--- src/inc/spio_pkg.sv ---
// Package for the shared parallel I/O port: register map, field layout, reset values.
// Assumes a 16-bit port reached over a plain strobe bus with word offsets.
`default_nettype none
package spio_pkg;
  localparam int unsigned SPIO_WIDTH = 16;
  localparam int unsigned SPIO_ADDR_W = 4;
  localparam logic [3:0] SPIO_OFS_DIRECTION = 4'h0;
  localparam logic [3:0] SPIO_OFS_PIN_LEVEL = 4'h1;
  localparam logic [3:0] SPIO_OFS_LATCH = 4'h2;
  localparam logic [3:0] SPIO_OFS_OPEN_DRAIN = 4'h3;
  localparam logic [3:0] SPIO_OFS_ANALOG = 4'h4;
  // Direction: 1 = input
  localparam logic [15:0] SPIO_RST_DIRECTION = 16'hffff;
  localparam logic [15:0] SPIO_RST_LATCH = 16'h0000;
  localparam logic [15:0] SPIO_RST_OPEN_DRAIN = 16'h0000;
  localparam logic [15:0] SPIO_RST_ANALOG = 16'h0000;
  localparam logic [15:0] SPIO_ZERO = 16'h0000;

  typedef struct packed {
    logic [15:0] out_data;
    logic [15:0] out_en;
  } spio_drive_s;

  typedef struct packed {
    logic [15:0] enable;
    logic [15:0] driving;
    logic [15:0] out_data;
    logic [15:0] input_only;
  } spio_periph_s;
endpackage
`default_nettype wire

--- src/logic/spio_pin_slice.sv ---
// One pin slice: output multiplexers, driver enable, open-drain and loop-through block.
// Assumes registers and the synchronised pin level are supplied by the port top.
`default_nettype none
module spio_pin_slice (
  // Port registers
  input  wire logic i_direction,
  input  wire logic i_latch,
  input  wire logic i_open_drain,
  input  wire logic i_implemented,
  // Peripheral side
  input  wire logic i_periph_enable,
  input  wire logic i_periph_driving,
  input  wire logic i_periph_out_data,
  input  wire logic i_periph_input_only,
  input  wire logic i_pad_in,
  // Outputs
  output logic      o_out_data,
  output logic      o_out_en,
  output logic      o_periph_in
);
  wire periph_owns = i_periph_enable & i_periph_driving & ~i_periph_input_only;
  wire port_data   = i_latch;
  wire port_en     = ~i_direction;
  wire mux_data    = periph_owns ? i_periph_out_data : port_data;
  wire mux_en      = periph_owns ? 1'b1 : port_en;
  // Open drain drives only the low level; a high releases the pin
  wire od_active   = i_open_drain & ~periph_owns;
  assign o_out_data = i_implemented & (od_active ? 1'b0 : mux_data);
  assign o_out_en   = i_implemented & (od_active ? (mux_en & ~mux_data) : mux_en);
  // The peripheral sees the pad only when the direction bit is input or the peripheral owns the pin
  assign o_periph_in = i_implemented & i_pad_in & ~(port_en & ~periph_owns);
endmodule
`default_nettype wire

--- src/logic/spio_port.sv ---
// Shared parallel I/O port top: register file over a strobe bus and sixteen pin slices.
// Assumes pins and peripheral signals are synchronous to i_ref_clk except the pads.
//
// Operation
// - Driving peripheral disables port driver; pin readable
// - Multiplexers pick peripheral or port ownership
// - Block port output looping into peripheral input
// - Direction one is input, zero output
// - Reset makes every pin an input
// - Latch reads latch, writes update latch
// - Pin-level reads pins, writes update latch
// - Unimplemented bits disabled and read zero
// - Input-only sharing leaves port full control
// - Open-drain drives low, releases for high
// - Analog pins read zero on pin level
//
// Added by the designer: the register offsets and strobed register access.
`default_nettype none
module spio_port
  import spio_pkg::*;
#(
  // Which port bits exist on this variant
  parameter logic [15:0] IMPLEMENTED_MASK = 16'hffff
) (
  // Clock and reset
  input  wire logic                   i_ref_clk,
  input  wire logic                   i_reset_n,
  // Register bus
  input  wire logic [SPIO_ADDR_W-1:0] i_addr,
  input  wire logic [SPIO_WIDTH-1:0]  i_wdata,
  input  wire logic                   i_wr,
  input  wire logic                   i_rd,
  output logic      [SPIO_WIDTH-1:0]  o_rdata,
  // Peripheral sharing
  input  wire spio_periph_s           i_periph,
  output logic      [SPIO_WIDTH-1:0]  o_periph_in,
  // Pads
  input  wire logic [SPIO_WIDTH-1:0]  i_pad,
  output logic      [SPIO_WIDTH-1:0]  o_pad,
  output logic      [SPIO_WIDTH-1:0]  o_pad_oe
);
  logic                  reset_n;
  logic [SPIO_WIDTH-1:0] pin_direction_register;
  logic [SPIO_WIDTH-1:0] output_latch_register;
  logic [SPIO_WIDTH-1:0] open_drain_select_register;
  logic [SPIO_WIDTH-1:0] analog_input_pin;
  logic [SPIO_WIDTH-1:0] pad_meta;
  logic [SPIO_WIDTH-1:0] pad_sync;
  logic [SPIO_WIDTH-1:0] pad_q;
  // Nets, since each pin slice drives its own bit of these
  wire spio_drive_s      drive;
  wire [SPIO_WIDTH-1:0]  periph_in_w;

  spio_reset_sync u_reset_sync (
    .i_ref_clk (i_ref_clk),
    .i_reset_n (i_reset_n),
    .o_reset_n (reset_n)
  );

  wire sel_dir   = (i_addr == SPIO_OFS_DIRECTION);
  wire sel_pin   = (i_addr == SPIO_OFS_PIN_LEVEL);
  wire sel_latch = (i_addr == SPIO_OFS_LATCH);
  wire sel_od    = (i_addr == SPIO_OFS_OPEN_DRAIN);
  wire sel_an    = (i_addr == SPIO_OFS_ANALOG);
  wire wr_dir    = i_wr & sel_dir;
  wire wr_latch  = i_wr & (sel_latch | sel_pin);
  wire wr_od     = i_wr & sel_od;
  wire wr_an     = i_wr & sel_an;
  wire [SPIO_WIDTH-1:0] wdata_m = i_wdata & IMPLEMENTED_MASK;

  always_ff @(posedge i_ref_clk or negedge reset_n) begin
    if (!reset_n) begin
      pin_direction_register     <= SPIO_RST_DIRECTION;
      output_latch_register      <= SPIO_RST_LATCH;
      open_drain_select_register <= SPIO_RST_OPEN_DRAIN;
      analog_input_pin           <= SPIO_RST_ANALOG;
    end else begin
      if (wr_dir) begin
        pin_direction_register <= wdata_m | ~IMPLEMENTED_MASK;
      end
      if (wr_latch) begin
        output_latch_register <= wdata_m;
      end
      if (wr_od) begin
        open_drain_select_register <= wdata_m;
      end
      if (wr_an) begin
        analog_input_pin <= wdata_m;
      end
    end
  end

  // Two-stage capture; only the second stage is observed
  always_ff @(posedge i_ref_clk or negedge reset_n) begin
    if (!reset_n) begin
      pad_meta <= SPIO_ZERO;
      pad_sync <= SPIO_ZERO;
    end else begin
      pad_meta <= i_pad;
      pad_sync <= pad_meta;
    end
  end
  assign pad_q = pad_sync;

  wire [SPIO_WIDTH-1:0] pin_view = pad_q & ~analog_input_pin & IMPLEMENTED_MASK;
  wire [SPIO_WIDTH-1:0] dir_view = pin_direction_register & IMPLEMENTED_MASK;
  wire [SPIO_WIDTH-1:0] rd_mux =
    sel_dir   ? dir_view :
    sel_pin   ? pin_view :
    sel_latch ? output_latch_register :
    sel_od    ? open_drain_select_register :
    sel_an    ? analog_input_pin : SPIO_ZERO;

  // Read data stands only in the cycle after the strobe
  always_ff @(posedge i_ref_clk or negedge reset_n) begin
    if (!reset_n) begin
      o_rdata <= SPIO_ZERO;
    end else begin
      o_rdata <= i_rd ? rd_mux : SPIO_ZERO;
    end
  end

  for (genvar g = 0; g < SPIO_WIDTH; g++) begin : g_slice
    spio_pin_slice u_slice (
      .i_direction         (pin_direction_register[g]),
      .i_latch             (output_latch_register[g]),
      .i_open_drain        (open_drain_select_register[g]),
      .i_implemented       (IMPLEMENTED_MASK[g]),
      .i_periph_enable     (i_periph.enable[g]),
      .i_periph_driving    (i_periph.driving[g]),
      .i_periph_out_data   (i_periph.out_data[g]),
      .i_periph_input_only (i_periph.input_only[g]),
      .i_pad_in            (pad_q[g]),
      .o_out_data          (drive.out_data[g]),
      .o_out_en            (drive.out_en[g]),
      .o_periph_in         (periph_in_w[g])
    );
  end

  // Drive is combinational from registers; a peripheral handover shows at once
  assign o_pad    = drive.out_data;
  assign o_pad_oe = drive.out_en;
  assign o_periph_in = periph_in_w;
endmodule
`default_nettype wire

--- src/logic/spio_reset_sync.sv ---
// Reset release synchroniser: asynchronous assertion, release after two clock edges.
// Assumes i_reset_n may be asynchronous to i_ref_clk.
`default_nettype none
module spio_reset_sync (
  // Clock and raw reset
  input  wire logic i_ref_clk,
  input  wire logic i_reset_n,
  // Synchronised reset
  output var  logic o_reset_n
);
  logic stage1;
  always_ff @(posedge i_ref_clk or negedge i_reset_n) begin
    if (!i_reset_n) begin
      stage1    <= 1'b0;
      o_reset_n <= 1'b0;
    end else begin
      stage1    <= 1'b1;
      o_reset_n <= stage1;
    end
  end
endmodule
`default_nettype wire

--- config.mk ---
export PLATFORM = sky130hd
export DESIGN_NAME = spio_port
export DESIGN_NICKNAME = d
export VERILOG_FILES = /design/src/inc/spio_pkg.sv /design/src/logic/spio_pin_slice.sv /design/src/logic/spio_port.sv /design/src/logic/spio_reset_sync.sv
export SDC_FILE = /design/constraint.sdc
export NUM_CORES = 1
export LEC_CHECK = 0
export ABC_AREA = 1
export BUFFER_PORTS_ARGS = -buffer_cell sky130_fd_sc_hd__buf_2
export CAP_MARGIN = 20
export CORE_AREA = 5 5 129 131
export CTS_CLUSTER_SIZE = 30
export DETAILED_ROUTE_END_ITERATION = 8
export DIE_AREA = 0 0 134 136
export PLACE_DENSITY = 0.6
export SYNTH_ARGS = -nofsm -noshare
export SYNTH_HDL_FRONTEND = slang
export SYNTH_HIERARCHICAL = 1
export SYNTH_SLANG_ARGS = --single-unit
--- constraint.sdc ---
create_clock -name i_ref_clk -period 3.7 [get_ports i_ref_clk]
set_input_delay 0.37 -clock i_ref_clk [delete_from_list [all_inputs] [get_ports i_ref_clk]]
set_output_delay 0.37 -clock i_ref_clk [all_outputs]
set_load 0.01 [all_outputs]
==> impl_metrics.yaml <==
layout:
  finish.utilization_pct: 50.9
  drive_gt1_share_pct: 26.6
  area_delta_synth_final_pct: 30.8
  fill_cells: 1557
  nNetsFinal: 1126
  stdcell_area_um2: 7890
  final_cell_mix: "nand2_1 (237), buf_2 (167), inv_1 (153), dfrtp_1 (97), nor2_1 (51)"
  layout_commonest_cell: "nand2_1"
  finalNonFillerCells: 1227
  diodes: 0
routing:
  drtIter0Drc: 284
  vias: 5378
  drtAntennaViolNets: 0
  dr.pass1.iters: 4
  drt_wl_total_um: 15100
  routedWlPerCell_um: 12.3
  viasPerCell: 4.38
  drc: 0
setup_path:
  reg2reg_to: "dir_view[7]"
  cp_data_required_time_ns: 3.33
  crit_end: "o_periph_in[6]"
  cp_max_fo: 4
  endpoint_kind: "output pin"
  crit_arrival_ns: 1.30
  r2r_start: "u_reset_sync/o_reset_n"
  path_class: "reg -> out"
  cp-start-kind: "register"
  regToRegSetupSlack_ns: 2.61
  r2r_cells: 2
  startpoint: "dir_view[6]"
timing:
  period_needed_ns: 1.67
  max_freq_mhz: 599
  hold_violations: 0
  setup_violations: 0
  setup_tns_ns: 0
  slew_headroom_pct: 56.8
  final.period_utilization_pct: 45.1
  finalMaxSlewViolations: 0
  fin_worst_skew_ns: 0.00680
  worst_pin_slew_ns: 0.645
  rsz0062_at_grt: "false"
global_routing:
  grt_start_max_net_pins: 76
  grt_pass1_wl_um: 25100
  grt_use_total_pct: 17.4
  antenna_found_initial: 0
  grt_pass1_vias: 5056
  grt-ovfl-total: 0
clocking:
  cts_buffers: 17
  cts_tree: "yes"
  clockBufferDepth: 2
  ctsResizeCount: 0
  htreeDepth: 4
  cts_root_buf: "clkbuf_16"
  insertion_delay_ns: 0.41
  cts.reportedPaths.clkPinSlew_ns: 0.05
  cts_num_sinks: 114
place:
  place_inst: 1193
  gp_congestion: 0.766
  port_buffers: 167
  placed_cell_area_um2: 7180
  hpwl_um: 10800
flow_run:
  drv_cap: 0
yosys:
  synthCells: 803
  syn_avg_cell_area_um2: 7.51
  ys_types: 24
  ys_warn_count: 6
  seq_area_frac_synth_pct: 47.7
  synthesis.area_um2: 6030
  ys_ff_latch: 114
floorplan:
  die_width_um: 134
  die_h_um: 136
  pin_count: 168
  rows: 46
  start_util_pct: 38.9
  dieArea_um2: 18200
  core_region_area_um2: 15500
min_path:
  hold_path_class: "in -> reg"
power_and_ir_drop:
  finalPower_uw: 4150
  ir_drop_v: 0.000302
  power_density_nw_per_um2: 526
  power_leakage_uw: 0.00433
run_status:
  status: "finished, final reports clean"
[worst max-delay path, stage by stage (launching register included)]
cell and delay, ns:
dfstp_2 0.55, inv_1 0.04, a21oi_1 0.15, buf_2 0.15
[worst min-delay path by stage]
stage,from,endpoint,slack [ns],depth (start not counted)
detailed placement,i_reset_n,u_reset_sync/o_reset_n,0.16,1
global placement,i_reset_n,u_reset_sync/o_reset_n,0.16,1
finish,i_pad[11],pad_meta[11],0.06,1
floorplan,i_reset_n,u_reset_sync/o_reset_n,0.07,0
CTS,i_pad[11],pad_meta[11],0.05,1
global route,i_pad[11],pad_meta[11],0.04,1
[where the power goes]
group	switching (µW)	internal, µW	total (µW)
combinational	398	293	691
clock	554	1280	1840
sequential	170	1450	1620
[flip-flops by register name, summed over array words and instances (netlist names)]
| register | cells |
|---|---|
| analog_input_pin | 16 |
| dir_view | 16 |
| o_rdata | 16 |
| open_drain_select_register | 16 |
| output_latch_register | 16 |
| pad_meta | 16 |
| pad_q | 16 |
| u_reset_sync/o_reset_n | 1 |
| u_reset_sync/stage1 | 1 |
[through the flow]
stage | setup WS [ns] | hold WS (ns)
floorplan | 0.317 | 0.0744
global placement | 1.80 | 0.157
detailed placement | 1.71 | 0.161
CTS | 1.99 | 0.0461
global route | 1.89 | 0.0422
finish | 2.03 | 0.0627
[cell type report]
| class | count | area [µm²] | share of cell area, % |
|---|---|---|---|
| clock buffer | 23 | 498 | 6.31 |
| clock inverter | 9 | 175 | 2.22 |
| inverter | 157 | 589 | 7.47 |
| multi-input combinational | 560 | 2610 | 33.1 |
| sequential | 114 | 2880 | 36.5 |
| tap | 192 | 240 | 3.05 |
| timing repair buffer | 172 | 896 | 11.4 |
[synth_stat cells (all sizes together)]
| cell type | instances | area, µm² |
|---|---|---|
| a21oi | 31 | 155 |
| buf | 13 | 108 |
| clkbuf | 6 | 22.5 |
| clkinv | 1 | 3.75 |
| conb | 2 | 7.51 |
| dfrtp | 98 | 2450 |
| dfstp | 16 | 420 |
| inv | 156 | 586 |
| nand2 | 249 | 985 |
| nand3 | 50 | 335 |
| nand4 | 16 | 100 |
| nor2 | 57 | 249 |
| o21ai | 106 | 591 |
| or2 | 2 | 12.5 |
[layer usage]
metal	track usage, %	part of all wire (%)	vias to the layer above
li1	-	-	2888
met1	23.4	47	2344
met2	27.5	46	131
met3	4.59	6.3	15
met4	5.83	1.2	0
met5	0	0	-
[what timing repair did]
| action | 4_1_cts | 5_1_grt |
|---|---|---|
| hold buffers | 1 | 0 |
| endpoints found under the hold margin | 2 | 0 |
| setup buffers | 0 | 0 |
[cells by family (layout without fill, tap and decap cells)]
family / count (synthesis) / in the layout / synth area share (%)
simple gates: 374 / 374 / 27.9
buf+inv: 176 / 361 / 11.9
compound gates: 137 / 137 / 12.4
flops: 114 / 114 / 47.7
other cells: 2 / 49 / 0.125
No activity file was read; power rests on OpenSTA's default activity.
